`src/design/nbrx_pkg.sv`:
```
package nbrx_pkg;

	// Serial modes, as held in the mode field
	localparam logic [1:0] MODE_SHIFT = 2'h0;
	localparam logic [1:0] MODE_8BIT  = 2'h1;
	localparam logic [1:0] MODE_9BIT2 = 2'h2;
	localparam logic [1:0] MODE_9BIT3 = 2'h3;

	// Register byte addresses
	localparam logic [4:0] ADDR_CTRL   = 5'h00;
	localparam logic [4:0] ADDR_STATUS = 5'h04;
	localparam logic [4:0] ADDR_DATA   = 5'h08;
	localparam logic [4:0] ADDR_SLAVE_ADDR_REG  = 5'h0c;
	localparam logic [4:0] ADDR_SMASK  = 5'h10;
	localparam logic [4:0] ADDR_IMASK  = 5'h14;

	// Control register fields
	localparam int CTRL_EN_BIT     = 0;
	localparam int CTRL_FILT_BIT   = 1;
	localparam int CTRL_MODE_LSB   = 2;
	localparam int CTRL_DIV_LSB    = 8;

	// Status register fields
	localparam int STAT_DONE_BIT   = 0;
	localparam int STAT_NINTH_BIT  = 1;
	localparam int STAT_LOST_BIT   = 2;
	localparam int STAT_FALSE_BIT  = 3;

	// Reset values
	localparam logic [7:0]  SLAVE_ADDR_REG_RST   = 8'h00;
	localparam logic [7:0]  SMASK_RST   = 8'h00;
	localparam logic [15:0] DIV_RST     = 16'h0000;
	localparam logic [3:0]  IMASK_RST   = 4'h0;

	// Bit timing: sixteen sample states per bit
	localparam logic [3:0] SAMPLE_A    = 4'h6;
	localparam logic [3:0] SAMPLE_B    = 4'h7;
	localparam logic [3:0] SAMPLE_C    = 4'h8;
	localparam logic [3:0] STATE_LAST  = 4'hf;
	localparam logic [8:0] SHIFT_PRESET = 9'h1ff;

	// Bus responses
	localparam logic [1:0] RESP_OKAY   = 2'h0;
	localparam logic [1:0] RESP_SLVERR = 2'h2;

	typedef enum logic [1:0] {
		ST_HUNT  = 2'b00,
		ST_RECV  = 2'b01,
		ST_TAIL  = 2'b11
	} nbrx_state_t;

endpackage : nbrx_pkg

```
`src/design/nbrx_rx.sv`:
```
// Summary of operation
// Nine-bit shift register, final shift then load
// Load only if flag clear, filter ok
// Failed conditions discard the whole frame
// Ninth bit and byte stored, flag set
// Hunt for falling edge one bit later
// Nonzero start sample restarts the hunt
// Filtering: interrupt only for ninth bit one
// Master marks addresses with ninth bit one
// Filtering ignored in shift mode
// 8-bit mode filtering needs valid stop
// 9-bit filtering needs address match too
// Given match only where mask is one
// Broadcast is address OR mask, zeros ignored
// Reset clears address and mask registers
// Address checked at final shift
// Sixteen states, majority of 7/8/9
// Frame: start, eight LSB-first, ninth, stop
// Start edge resets counter, presets ones
`timescale 1ns/10ps
module nbrx_rx
	import nbrx_pkg::*;
(
	input  wire logic        clk_sys_i,
	input  wire logic        rst_n_i,
	input  wire logic        rxd_i,
	input  wire logic [4:0]  s_axi_awaddr,
	input  wire logic        s_axi_awvalid,
	output logic             s_axi_awready,
	input  wire logic [31:0] s_axi_wdata,
	input  wire logic [3:0]  s_axi_wstrb,
	input  wire logic        s_axi_wvalid,
	output logic             s_axi_wready,
	output logic [1:0]       s_axi_bresp,
	output logic             s_axi_bvalid,
	input  wire logic        s_axi_bready,
	input  wire logic [4:0]  s_axi_araddr,
	input  wire logic        s_axi_arvalid,
	output logic             s_axi_arready,
	output logic [31:0]      s_axi_rdata,
	output logic [1:0]       s_axi_rresp,
	output logic             s_axi_rvalid,
	input  wire logic        s_axi_rready,
	output logic             irq_o
);

	typedef struct packed {
		logic [1:0]  rxd_sync;
		logic        rxd_prev;
		nbrx_state_t state;
		logic [8:0]  shreg;
		logic        first;
		logic [15:0] div_cnt;
		logic        tick;
		logic        enable;
		logic        multiproc_filter_en;
		logic [1:0]  mode;
		logic [15:0] div;
		logic [7:0]  serial_buffer;
		logic        rx_ninth_bit;
		logic        rx_done_flag;
		logic        lost;
		logic        false_start;
		logic [3:0]  imask;
		logic [7:0]  slave_addr_reg;
		logic [7:0]  slave_addr_mask;
		logic        aw_held;
		logic [4:0]  aw_addr;
		logic        w_held;
		logic [31:0] w_data;
		logic [3:0]  w_strb;
		logic        aw_rdy;
		logic        w_rdy;
		logic        bvalid;
		logic [1:0]  bresp;
		logic        arready;
		logic        rvalid;
		logic [31:0] rdata;
		logic [1:0]  rresp;
		logic        irq;
	} nbrx_st_t;

	nbrx_st_t st_ff;
	nbrx_st_t nxt_st;
	logic [1:0] rst_sync_ff;
	logic     rst_n_sync;
	logic     restart;
	logic     bit_end;
	logic     bit_val;

	// Given and broadcast comparison, don't-care where the qualifier is zero
	function automatic logic addr_hit(input logic [7:0] rx, input logic [7:0] adr,
		input logic [7:0] msk);
		logic given;
		logic bcast;
		given = (((rx ^ adr) & msk) == 8'h00);
		bcast = (((~rx) & (adr | msk)) == 8'h00);
		addr_hit = given | bcast;
	endfunction : addr_hit

	function automatic logic is_addr(input logic [4:0] a, input logic [4:0] r);
		is_addr = (a == r);
	endfunction : is_addr

	always_ff @(posedge clk_sys_i or negedge rst_n_i) begin
		if (!rst_n_i) begin
			rst_sync_ff <= 2'h0;
		end else begin
			rst_sync_ff <= {rst_sync_ff[0], 1'b1};
		end
	end
	assign rst_n_sync = rst_sync_ff[1];

	nbrx_sample u_sample (
		.clk_sys_i (clk_sys_i),
		.rst_n_i   (rst_n_sync),
		.tick_i    (st_ff.tick),
		.restart_i (restart),
		.rxd_i     (st_ff.rxd_sync[1]),
		.bit_end_o (bit_end),
		.bit_val_o (bit_val)
	);

	// Falling edge seen while hunting starts a frame
	assign restart = st_ff.enable && (st_ff.state == ST_HUNT) && st_ff.tick
		&& st_ff.rxd_prev && !st_ff.rxd_sync[1];

	always_comb begin
		logic        ninth;
		logic        ok;
		logic        filt;
		logic [31:0] rd;
		logic        wr_go;
		logic [3:0]  w1c;
		logic [3:0]  set_ev;
		set_ev = 4'h0;
		ninth  = 1'b0;
		ok     = 1'b0;
		filt   = 1'b0;
		rd     = 32'h0000_0000;
		wr_go  = 1'b0;
		w1c    = 4'h0;
		nxt_st = st_ff;
		nxt_st.rxd_sync = {st_ff.rxd_sync[0], rxd_i};
		// Divider gives the 16x sample enable
		nxt_st.tick = 1'b0;
		if (st_ff.div_cnt >= st_ff.div) begin
			nxt_st.div_cnt = 16'h0000;
			nxt_st.tick    = 1'b1;
		end else begin
			nxt_st.div_cnt = st_ff.div_cnt + 16'h0001;
		end
		if (st_ff.tick) nxt_st.rxd_prev = st_ff.rxd_sync[1];

		// Receiver
		unique case (st_ff.state)
			ST_HUNT: begin
				if (restart) begin
					nxt_st.shreg = SHIFT_PRESET;
					nxt_st.first = 1'b1;
					nxt_st.state = ST_RECV;
				end
			end
			ST_RECV: begin
				if (bit_end) begin
					nxt_st.first = 1'b0;
					if (st_ff.first && bit_val) begin
						nxt_st.false_start = 1'b1;
						set_ev[STAT_FALSE_BIT] = 1'b1;
						nxt_st.state       = ST_HUNT;
					end else if (!st_ff.shreg[0]) begin
						// Start bit at the far stage: this is the final shift
						ninth = bit_val;
						filt  = st_ff.multiproc_filter_en && (st_ff.mode != MODE_SHIFT);
						if (st_ff.mode == MODE_8BIT) begin
							ok = !filt || ninth;
						end else begin
							ok = !filt || (ninth && addr_hit(st_ff.shreg[8:1],
								st_ff.slave_addr_reg, st_ff.slave_addr_mask));
						end
						if (!st_ff.rx_done_flag && ok) begin
							nxt_st.serial_buffer = st_ff.shreg[8:1];
							nxt_st.rx_ninth_bit  = ninth;
							nxt_st.rx_done_flag  = 1'b1;
						end else begin
							nxt_st.lost = 1'b1;
							set_ev[STAT_LOST_BIT] = 1'b1;
						end
						nxt_st.state = ST_TAIL;
					end else begin
						// LSB first, bits enter at the top so bit 0 lands lowest
						nxt_st.shreg = {bit_val, st_ff.shreg[8:1]};
					end
				end
			end
			ST_TAIL: begin
				if (bit_end) nxt_st.state = ST_HUNT;
			end
			default: nxt_st.state = ST_HUNT;
		endcase
		if (!st_ff.enable) nxt_st.state = ST_HUNT;

		// Bus write side, address and data in either order
		if (s_axi_awvalid && !st_ff.aw_held) begin
			nxt_st.aw_held = 1'b1;
			nxt_st.aw_addr = s_axi_awaddr;
		end
		if (s_axi_wvalid && !st_ff.w_held) begin
			nxt_st.w_held = 1'b1;
			nxt_st.w_data = s_axi_wdata;
			nxt_st.w_strb = s_axi_wstrb;
		end
		wr_go = st_ff.aw_held && st_ff.w_held && !st_ff.bvalid;
		if (wr_go) begin
			nxt_st.aw_held = 1'b0;
			nxt_st.w_held  = 1'b0;
			nxt_st.bvalid  = 1'b1;
			nxt_st.bresp   = RESP_OKAY;
			if (is_addr(st_ff.aw_addr, ADDR_CTRL)) begin
				if (st_ff.w_strb[0]) begin
					nxt_st.enable              = st_ff.w_data[CTRL_EN_BIT];
					nxt_st.multiproc_filter_en = st_ff.w_data[CTRL_FILT_BIT];
					nxt_st.mode = st_ff.w_data[CTRL_MODE_LSB +: 2];
				end
				if (st_ff.w_strb[1]) nxt_st.div[7:0] = st_ff.w_data[CTRL_DIV_LSB +: 8];
				if (st_ff.w_strb[2]) nxt_st.div[15:8] = st_ff.w_data[CTRL_DIV_LSB + 8 +: 8];
			end else if (is_addr(st_ff.aw_addr, ADDR_STATUS)) begin
				if (st_ff.w_strb[0]) w1c = st_ff.w_data[3:0];
			end else if (is_addr(st_ff.aw_addr, ADDR_SLAVE_ADDR_REG)) begin
				if (st_ff.w_strb[0]) nxt_st.slave_addr_reg = st_ff.w_data[7:0];
			end else if (is_addr(st_ff.aw_addr, ADDR_SMASK)) begin
				if (st_ff.w_strb[0]) nxt_st.slave_addr_mask = st_ff.w_data[7:0];
			end else if (is_addr(st_ff.aw_addr, ADDR_IMASK)) begin
				if (st_ff.w_strb[0]) nxt_st.imask = st_ff.w_data[3:0];
			end else if (!is_addr(st_ff.aw_addr, ADDR_DATA)) begin
				nxt_st.bresp = RESP_SLVERR;
			end
		end
		if (st_ff.bvalid && s_axi_bready) nxt_st.bvalid = 1'b0;
		// A same-cycle set beats the clear, except on an already set done flag
		if (w1c[STAT_DONE_BIT] && !(nxt_st.rx_done_flag && !st_ff.rx_done_flag))
			nxt_st.rx_done_flag = 1'b0;
		if (w1c[STAT_LOST_BIT] && !set_ev[STAT_LOST_BIT])
			nxt_st.lost = 1'b0;
		if (w1c[STAT_FALSE_BIT] && !set_ev[STAT_FALSE_BIT])
			nxt_st.false_start = 1'b0;
		// Ready is a registered "not holding" flag
		nxt_st.aw_rdy = !nxt_st.aw_held;
		nxt_st.w_rdy  = !nxt_st.w_held;

		// Bus read side
		nxt_st.arready = 1'b0;
		if (s_axi_arvalid && !st_ff.arready && !st_ff.rvalid) begin
			nxt_st.arready = 1'b1;
			nxt_st.rvalid  = 1'b1;
			nxt_st.rresp   = RESP_OKAY;
			if (is_addr(s_axi_araddr, ADDR_CTRL)) begin
				rd[CTRL_EN_BIT]             = st_ff.enable;
				rd[CTRL_FILT_BIT]           = st_ff.multiproc_filter_en;
				rd[CTRL_MODE_LSB +: 2]      = st_ff.mode;
				rd[CTRL_DIV_LSB +: 16]      = st_ff.div;
			end else if (is_addr(s_axi_araddr, ADDR_STATUS)) begin
				rd[STAT_DONE_BIT]  = st_ff.rx_done_flag;
				rd[STAT_NINTH_BIT] = st_ff.rx_ninth_bit;
				rd[STAT_LOST_BIT]  = st_ff.lost;
				rd[STAT_FALSE_BIT] = st_ff.false_start;
			end else if (is_addr(s_axi_araddr, ADDR_DATA)) begin
				rd[7:0] = st_ff.serial_buffer;
				rd[8]   = st_ff.rx_ninth_bit;
			end else if (is_addr(s_axi_araddr, ADDR_SLAVE_ADDR_REG)) begin
				rd[7:0] = st_ff.slave_addr_reg;
			end else if (is_addr(s_axi_araddr, ADDR_SMASK)) begin
				rd[7:0] = st_ff.slave_addr_mask;
			end else if (is_addr(s_axi_araddr, ADDR_IMASK)) begin
				rd[3:0] = st_ff.imask;
			end else begin
				nxt_st.rresp = RESP_SLVERR;
			end
			nxt_st.rdata = rd;
		end
		if (st_ff.rvalid && s_axi_rready) nxt_st.rvalid = 1'b0;

		// Level interrupt from unmasked sticky bits
		nxt_st.irq = |({nxt_st.false_start, nxt_st.lost, 1'b0, nxt_st.rx_done_flag}
			& nxt_st.imask);
	end

	always_ff @(posedge clk_sys_i or negedge rst_n_sync) begin
		if (!rst_n_sync) begin
			st_ff.rxd_sync            <= 2'h3;
			st_ff.rxd_prev            <= 1'b1;
			st_ff.state               <= ST_HUNT;
			st_ff.shreg               <= SHIFT_PRESET;
			st_ff.first               <= 1'b0;
			st_ff.div_cnt             <= 16'h0000;
			st_ff.tick                <= 1'b0;
			st_ff.enable              <= 1'b0;
			st_ff.multiproc_filter_en <= 1'b0;
			st_ff.mode                <= MODE_SHIFT;
			st_ff.div                 <= DIV_RST;
			st_ff.serial_buffer       <= 8'h00;
			st_ff.rx_ninth_bit        <= 1'b0;
			st_ff.rx_done_flag        <= 1'b0;
			st_ff.lost                <= 1'b0;
			st_ff.false_start         <= 1'b0;
			st_ff.imask               <= IMASK_RST;
			st_ff.slave_addr_reg      <= SLAVE_ADDR_REG_RST;
			st_ff.slave_addr_mask     <= SMASK_RST;
			st_ff.aw_held             <= 1'b0;
			st_ff.aw_addr             <= 5'h00;
			st_ff.w_held              <= 1'b0;
			st_ff.w_data              <= 32'h0000_0000;
			st_ff.w_strb              <= 4'h0;
			st_ff.aw_rdy              <= 1'b0;
			st_ff.w_rdy               <= 1'b0;
			st_ff.bvalid              <= 1'b0;
			st_ff.bresp               <= RESP_OKAY;
			st_ff.arready             <= 1'b0;
			st_ff.rvalid              <= 1'b0;
			st_ff.rdata               <= 32'h0000_0000;
			st_ff.rresp               <= RESP_OKAY;
			st_ff.irq                 <= 1'b0;
		end else begin
			st_ff.rxd_sync            <= nxt_st.rxd_sync;
			st_ff.rxd_prev            <= nxt_st.rxd_prev;
			st_ff.state               <= nxt_st.state;
			st_ff.shreg               <= nxt_st.shreg;
			st_ff.first               <= nxt_st.first;
			st_ff.div_cnt             <= nxt_st.div_cnt;
			st_ff.tick                <= nxt_st.tick;
			st_ff.enable              <= nxt_st.enable;
			st_ff.multiproc_filter_en <= nxt_st.multiproc_filter_en;
			st_ff.mode                <= nxt_st.mode;
			st_ff.div                 <= nxt_st.div;
			st_ff.serial_buffer       <= nxt_st.serial_buffer;
			st_ff.rx_ninth_bit        <= nxt_st.rx_ninth_bit;
			st_ff.rx_done_flag        <= nxt_st.rx_done_flag;
			st_ff.lost                <= nxt_st.lost;
			st_ff.false_start         <= nxt_st.false_start;
			st_ff.imask               <= nxt_st.imask;
			st_ff.slave_addr_reg      <= nxt_st.slave_addr_reg;
			st_ff.slave_addr_mask     <= nxt_st.slave_addr_mask;
			st_ff.aw_held             <= nxt_st.aw_held;
			st_ff.aw_addr             <= nxt_st.aw_addr;
			st_ff.w_held              <= nxt_st.w_held;
			st_ff.w_data              <= nxt_st.w_data;
			st_ff.w_strb              <= nxt_st.w_strb;
			st_ff.aw_rdy              <= nxt_st.aw_rdy;
			st_ff.w_rdy               <= nxt_st.w_rdy;
			st_ff.bvalid              <= nxt_st.bvalid;
			st_ff.bresp               <= nxt_st.bresp;
			st_ff.arready             <= nxt_st.arready;
			st_ff.rvalid              <= nxt_st.rvalid;
			st_ff.rdata               <= nxt_st.rdata;
			st_ff.rresp               <= nxt_st.rresp;
			st_ff.irq                 <= nxt_st.irq;
		end
	end

	assign s_axi_awready = st_ff.aw_rdy;
	assign s_axi_wready  = st_ff.w_rdy;
	assign s_axi_bvalid  = st_ff.bvalid;
	assign s_axi_bresp   = st_ff.bresp;
	assign s_axi_arready = st_ff.arready;
	assign s_axi_rvalid  = st_ff.rvalid;
	assign s_axi_rdata   = st_ff.rdata;
	assign s_axi_rresp   = st_ff.rresp;
	assign irq_o         = st_ff.irq;

endmodule : nbrx_rx

```
`src/design/nbrx_sample.sv`:
```
`timescale 1ns/10ps
module nbrx_sample
	import nbrx_pkg::*;
(
	input  wire logic       clk_sys_i,
	input  wire logic       rst_n_i,
	input  wire logic       tick_i,
	input  wire logic       restart_i,
	input  wire logic       rxd_i,
	output logic            bit_end_o,
	output logic            bit_val_o
);

	typedef struct packed {
		logic [3:0] phase;
		logic [2:0] smp;
		logic       val;
		logic       done;
	} nbrx_smp_st_t;

	nbrx_smp_st_t st_ff;
	nbrx_smp_st_t nxt_st;

	always_comb begin
		nxt_st      = st_ff;
		nxt_st.done = 1'b0;
		if (restart_i) begin
			nxt_st.phase = 4'h0;
			nxt_st.smp   = 3'h0;
		end else if (tick_i) begin
			nxt_st.phase = st_ff.phase + 4'h1;
			if (st_ff.phase == SAMPLE_A) nxt_st.smp[0] = rxd_i;
			if (st_ff.phase == SAMPLE_B) nxt_st.smp[1] = rxd_i;
			if (st_ff.phase == SAMPLE_C) begin
				nxt_st.smp[2] = rxd_i;
				// Majority of three rejects single-sample glitches
				nxt_st.val = (st_ff.smp[0] & st_ff.smp[1]) | (st_ff.smp[0] & rxd_i)
					| (st_ff.smp[1] & rxd_i);
			end
			if (st_ff.phase == STATE_LAST) nxt_st.done = 1'b1;
		end
	end

	always_ff @(posedge clk_sys_i or negedge rst_n_i) begin
		if (!rst_n_i) begin
			st_ff <= '0;
		end else begin
			st_ff <= nxt_st;
		end
	end

	assign bit_end_o = st_ff.done;
	assign bit_val_o = st_ff.val;

endmodule : nbrx_sample

```
`config.mk`:
```
export PLATFORM = sky130hd
export DESIGN_NAME = nbrx_rx
export DESIGN_NICKNAME = d
export VERILOG_FILES = /design/src/design/nbrx_pkg.sv /design/src/design/nbrx_rx.sv /design/src/design/nbrx_sample.sv
export SDC_FILE = /design/constraint.sdc
export NUM_CORES = 1
export LEC_CHECK = 0
export BUFFER_PORTS_ARGS = -buffer_cell sky130_fd_sc_hd__buf_4
export CAP_MARGIN = 20
export CORE_UTILIZATION = 58
export CTS_CLUSTER_DIAMETER = 100
export DETAILED_ROUTE_END_ITERATION = 10
export HOLD_SLACK_MARGIN = 0.12
export PLACE_DENSITY = 0.8
export SKIP_LAST_GASP = 1
export SLEW_MARGIN = 20
export SYNTH_ARGS = -nofsm -noshare
export SYNTH_HDL_FRONTEND = slang
export SYNTH_SLANG_ARGS = --single-unit
export TNS_END_PERCENT = 30
```
`constraint.sdc`:
```
create_clock -name clk_sys_i -period 6.56 [get_ports clk_sys_i]
set_clock_uncertainty 0.1 [all_clocks]
set_input_delay 0.656 -clock clk_sys_i [delete_from_list [all_inputs] [get_ports clk_sys_i]]
set_output_delay 0.656 -clock clk_sys_i [all_outputs]
set_load 0.01 [all_outputs]
```
## Yosys cells after proc, flatten, opt, wreduce, memory -nomap -nowiden

Cells that the tools add are included.

| word-level totals | value |
|---|---|
| bits in registers | 171 |
| bits in latches | 0 |
| RAM bits | 0 |
| bits in read-only memories | 0 |
| input bits | 54 |
| output and inout bits | 42 |
| memories kept | 0 |

| cells by class | value |
|---|---|
| $add $sub $neg | 2 |
| $mul | 0 |
| div/mod/pow operators | 0 |
| $lt $le $gt $ge | 1 |
| eq/ne operators | 25 |
| shifts and indexed selects | 0 |
| muxes and demuxes | 88 |
| bitwise logic cells | 18 |
| reductions and logical operators | 61 |

Operators with widths:

| kind | number |
|---|---|
| $mux 4 | 14 |
| $mux 8 | 7 |
| $mux 2 | 20 |
| $mux 20 | 2 |
| $mux 37 | 1 |
| $mux 36 | 1 |
| $mux 1 | 27 |
| $mux 9 | 3 |
| $mux 12 | 2 |
| $mux 21 | 1 |
| $eq 5x4->1 const B | 4 |
| $eq 5x5->1 const B | 4 |
| $logic_and 1x1->1 | 20 |
| $pmux 10 s2 | 1 |
| $add 16x1->16 const B | 1 |
| $and 8x8->8 | 2 |
| $ge 16x16->1 | 1 |
| $logic_not 8->1 | 2 |
| $mux 16 | 1 |
| $mux 15 | 1 |
| $reduce_and 3->1 | 5 |
| $reduce_and 5->1 | 3 |
| $reduce_bool 2->1 | 7 |
| $logic_not 1->1 | 13 |
| 30 further kinds | 52 |

## Longest topological paths before layout

| logic depth | value |
|---|---|
| depth in word-level cells | 23 |
| gate-level depth with buffers | 10 |

## Hierarchy

From an unflattened synthesis, not the netlist that was laid out.

| second synthesis, totals | value |
|---|---|
| cells, all modules | 625 |
| area total of the unflattened synthesis | 7460.9 um^2 |

By module, submodules not included:

| module | times used | cells each | area an instance (um^2) | sequential area each (um^2) |
|---|---|---|---|---|
| nbrx_rx | 1 | 587 | 7054.3 | 3818.7 |
| nbrx_sample | 1 | 38 | 406.6 | 200.2 |

## Worst setup path after synthesis

OpenSTA, ideal clock, no wires.

| timing path | value |
|---|---|
| kind | register to register |
| start | register st_ff[159] (netlist name) |
| end | register st_ff[108] (netlist name) |
| library setup time | 0.125 ns |
| arrival time | 2.081 ns |
| data required time | 6.335 ns |
| slack | 4.254 ns |
| cell stages (with the launch flop) | 8 |
| path buffers | 1 |
| clock period less this slack | 2.306 ns |
| cell sequence | dfstp_2 > o21bai_1 > o2111ai_1 > o311a_1 > a211o_1 > or3_1 > buf_6 > mux2_4 |

| on the way | value |
|---|---|
| longest elaborated chain between the ends | 13 |
| elaborated cells on any way between the ends | 16 |

Ends and longest elaborated chain:

| item | line | RTL |
|---|---|---|
| from (decl) | nbrx_rx.sv:83 | `nbrx_st_t st_ff;` |
| $xor 8x8->8 / $not 8->8 (equally long branches) | nbrx_rx.sv:96, nbrx_rx.sv:97 |  |
| $and 8x8->8 (on tied branches) | nbrx_rx.sv:96, nbrx_rx.sv:97 |  |
| $logic_not 8->1 (on tied branches) | nbrx_rx.sv:96, nbrx_rx.sv:97 |  |
| $or 1x1->1 (*) | nbrx_rx.sv:98 | `addr_hit = given \| bcast;` |
| $logic_and 1x1->1 (*) | nbrx_rx.sv:178 | `ok = !filt \|\| (ninth && addr_hit(st_ff.shreg[8:1],` |
| $logic_or 1x1->1 (*) | nbrx_rx.sv:178 |  |
| $mux 1 (*) | nbrx_rx.sv:175 | `if (st_ff.mode == MODE_8BIT) begin` |
| $mux 1 (*) | nbrx_rx.sv:171 | `end else if (!st_ff.shreg[0]) begin` |
| $mux 1 (*) | nbrx_rx.sv:167 | `if (st_ff.first && bit_val) begin` |
| $mux 1 (*) | nbrx_rx.sv:165 | `if (bit_end) begin` |
| $mux 1 (*) | nbrx_rx.sv:156 | `unique case (st_ff.state)` |
| $logic_and 1x1->1 (*) | nbrx_rx.sv:181 | `if (!st_ff.rx_done_flag && ok) begin` |
| $reduce_and 5->1 (no line) (*) | n/a |  |

Every way passes the cells marked *; elsewhere a longest branch is shown, timed or not. The select of a mux whose other input is x is not followed.
A chain may end at the register's enable or synchronous reset.

## Worst setup path in the final report

| timing path | value |
|---|---|
| start | register st_ff[158] (netlist name) |
| end | register st_ff[115] (netlist name) |

The elaborated chain is that of the path after synthesis.

==> results.yml <==
detailed_routing:
  ant_nets: 0
  drt_wl_total_um: 15610
  num_vias: 5089
  wire_per_inst_um: 17.25
  dr.pass1.iters: 4
  drt_iter0_drc: 297
  drcViolationCount: 0
  viasPerCell: 5.623
synth:
  synth_compound_area_share_pct: 9.526
  synth_top_area_share_pct: 49.38
  netlist_top_cells_count: "148 x dfrtp_1, 72 x mux2_2, 64 x nand2_1, 58 x nor2_1, 36 x buf_4"
  synth-seq-cells: 160
  synth_xor_area_share_pct: 2.686
  synthAdderAreaFrac_pct: 3.337
  synth_cell_types: 50
  yosys.area_share.simple_pct: 10.79
  synthMostInstantiatedCell: "dfrtp_1"
  synth_edf_count: 0
  synth_top_family_by_area: "multiplexers"
  synthMuxAreaShare_pct: 13.81
  synthArstFlopShare_pct: 100.0
  synth_area_mm2: 0.007500
  postSynthCellCount: 669
  syn_avg_cell_area_um2: 11.21
  synth.largest_area_cell: "dfrtp_1"
  synthFlopType: "dfrtp_1"
  synthTopCellsByArea: "dfrtp_1 49%, mux2_2 11%, dfstp_2 4.2%"
  ys_warn_count: 0
  seq_area_frac_synth_pct: 53.59
clock_tree:
  postCtsSetupBuffers: 0
  path_clk_slew_ns: 0.06
  clock_path_buffers: 2
  cts-buffers-inserted: 17
  cts.sinks: 160
  clk_latency_ns: 0.43
  cts_tree: "yes"
  root_buffer: "clkbuf_16"
  cts_max_level: 4
die:
  start_util_pct: 59.43
  die-area_mm2: 0.01339
  rows: 41
  die_w_um: 115.7
  die_h_um: 115.7
  coreArea_mm2: 0.01262
  boundaryPins: 96
final_layout:
  drive_gt1_share_pct: 28.24
  design_area_mm2: 0.008579
  syn2layout_area_growth_pct: 14.40
  multi_input_area_mm2: 0.003055
  n_fill_cell: 966
  diodes: 0
  fin_nets: 794
  final_cells: 905
  seqCellArea_mm2: 0.004023
setup_path:
  cp.required_ns: 6.77
  crit_start: "st_ff[158]$_DFFE_PN1P_"
  cp_top_family: "compound AO/OA/AOI/OAI gates"
  worst_path_largest_cell_delay_ns: 0.62
  crit_path_start_kind: "flip-flop"
  rrSetupSlack_ns: 3.83
  slowest_stage: "or3_1"
  path_buf_inv: 0
  crit_type: "reg -> reg"
  critPathMaxFanout: 10
  endpoint_kind: "flip-flop"
  crit_path_end: "st_ff[115]$_DFFE_PN0P_"
  worstSetupPathDepth: 6
  r2r_start: "st_ff[158]$_DFFE_PN1P_"
  crit_arrival_ns: 2.94
  rr_endpoint: "st_ff[115]$_DFFE_PN0P_"
  r2r_cells: 6
  path_cells: "o21bai_1 -> o2111ai_1 -> o311a_1 -> a211o_1 -> or3_1 -> mux2_4"
timing:
  slew_violations: 0
  slew_headroom_pct: 47.81
  period_share_pct: 41.56
  setup_violations: 0
  clock.fmax_mhz: 366.8
  worstMarginPinSlew_ns: 0.7829
  rsz0062_at_grt: "false"
  hold_violations: 0
  hold-worst-slack_ns: 0.1802
  fin_tns_setup_ns: 0
  fin_crit_ns: 2.727
global_route:
  grt_pass1_wl_um: 26240
  grt-ovfl-total: 0
  grt_max_degree: 64
  antenna_found_initial: 0
  grt_usage_pct: 25.99
  grt_pass1_vias: 5266
placed_design:
  place_area_mm2: 0.007995
  gp_congestion: 0.8450
  io_buffers: 76
  dp_hpwl_um: 11320
  placed_cells: 872
power:
  combPwrFrac_pct: 22.2
  irDropWorstVdd_v: 0.0002180
  switching_share_pct: 31.50
  internal_power_mw: 2.199
  p_total_mw: 3.211
  pwr-share-clk_pct: 29.7
  sequentialPowerShare_pct: 48.1
  p_leak_nw: 4.094
  power_density_mw_per_mm2: 374.2
  switchingPower_mw: 1.011
status:
  status: "complete, no violations"
run:
  cap_violations: 0
worst_hold_path:
  hold_class: "reg -> async"
routing by layer:
metal | track usage [%] | vias up | routed length (um)
met5 | 0 | - | 0
met4 | 8.974 | 0 | 263
met3 | 6.172 | 18 | 848
met2 | 41.84 | 147 | 7710
met1 | 34.85 | 2533 | 6788
li1 | - | 2391 | -
power by group through the flow:
stage	sequential [mW]	combinational [mW]	clock, mW
detailed placement	1.55	0.715	0
global placement	1.53	0.674	0
floorplan	1.47	0.556	0
CTS	1.54	0.720	0.971
global route	1.59	0.799	1.01
finish	1.54	0.712	0.954
kinds of logic (layout without fill, tap and decap cells):
group | count (synthesis) | in the layout
fa+ha+maj | 20 | 20
xor+xnor | 23 | 23
compound gates | 111 | 111
other cells | 2 | 11
buf+inv | 85 | 140
mux | 90 | 90
flops | 160 | 160
simple gates | 178 | 178
registers in the layout, summed over array words and instances, names as in the netlist:
name and cells:
u_sample.bit_val_o 1, s_axi_wready 1, u_sample.bit_end_o 1, irq_o 1, u_sample.st_ff 6, rst_sync_ff 2
nxt_st 1, s_axi_rdata 24, st_ff 117, s_axi_rresp 1, s_axi_bvalid 1, s_axi_awready 1
s_axi_rvalid 1, s_axi_bresp 1, s_axi_arready 1
placed cells by master, fill, tap and decap left out, drive strengths merged, types with 20 or more instances in the layout:
cell      n
clkbuf   22
ha       20
buf      80
nand2    64
mux2     81
inv      31
nor2     58
dfrtp   148
o21ai    33
a21oi    25
through the flow:
step	utilization, %	worst slack (ns)
finish	67.99	3.833
global placement	63.36	3.892
global route	67.99	3.737
detailed placement	63.36	3.872
CTS	67.99	3.851
floorplan	-	1.693
how the worst min path moves through the flow:
stage	slack, ns	cells past startpoint	from	end
3_3_place_gp	0.18	0	rst_sync_ff[1]$_DFF_PN0_	st_ff[50]$_DFFE_PN0P_
6_report	0.18	0	rst_sync_ff[1]$_DFF_PN0_	st_ff[94]$_DFFE_PN0P_
3_5_place_dp	0.19	0	rst_sync_ff[1]$_DFF_PN0_	st_ff[79]$_DFFE_PN0P_
5_1_grt	0.22	0	rst_sync_ff[1]$_DFF_PN0_	st_ff[94]$_DFFE_PN0P_
2_1_floorplan	0.23	0	rst_sync_ff[0]$_DFF_PN0_	rst_sync_ff[1]$_DFF_PN0_
4_1_cts	0.19	0	rst_sync_ff[1]$_DFF_PN0_	st_ff[50]$_DFFE_PN0P_
layout make-up:
type / count / share of cell area [%]
clock buffer: 22 / 5.527
tap: 172 / 2.508
sequential: 160 / 46.89
inverter: 27 / 1.181
clock inverter: 10 / 1.167
multi-input combinational: 433 / 35.61
timing repair buffer: 81 / 7.117
what timing repair did:
action	4_1_cts	5_1_grt
gates resized for setup	0	0
endpoints found under the setup margin	0	0
endpoints found under the hold margin	2	0
hold buffers	1	0
No activity file was read; power rests on OpenSTA's default activity.
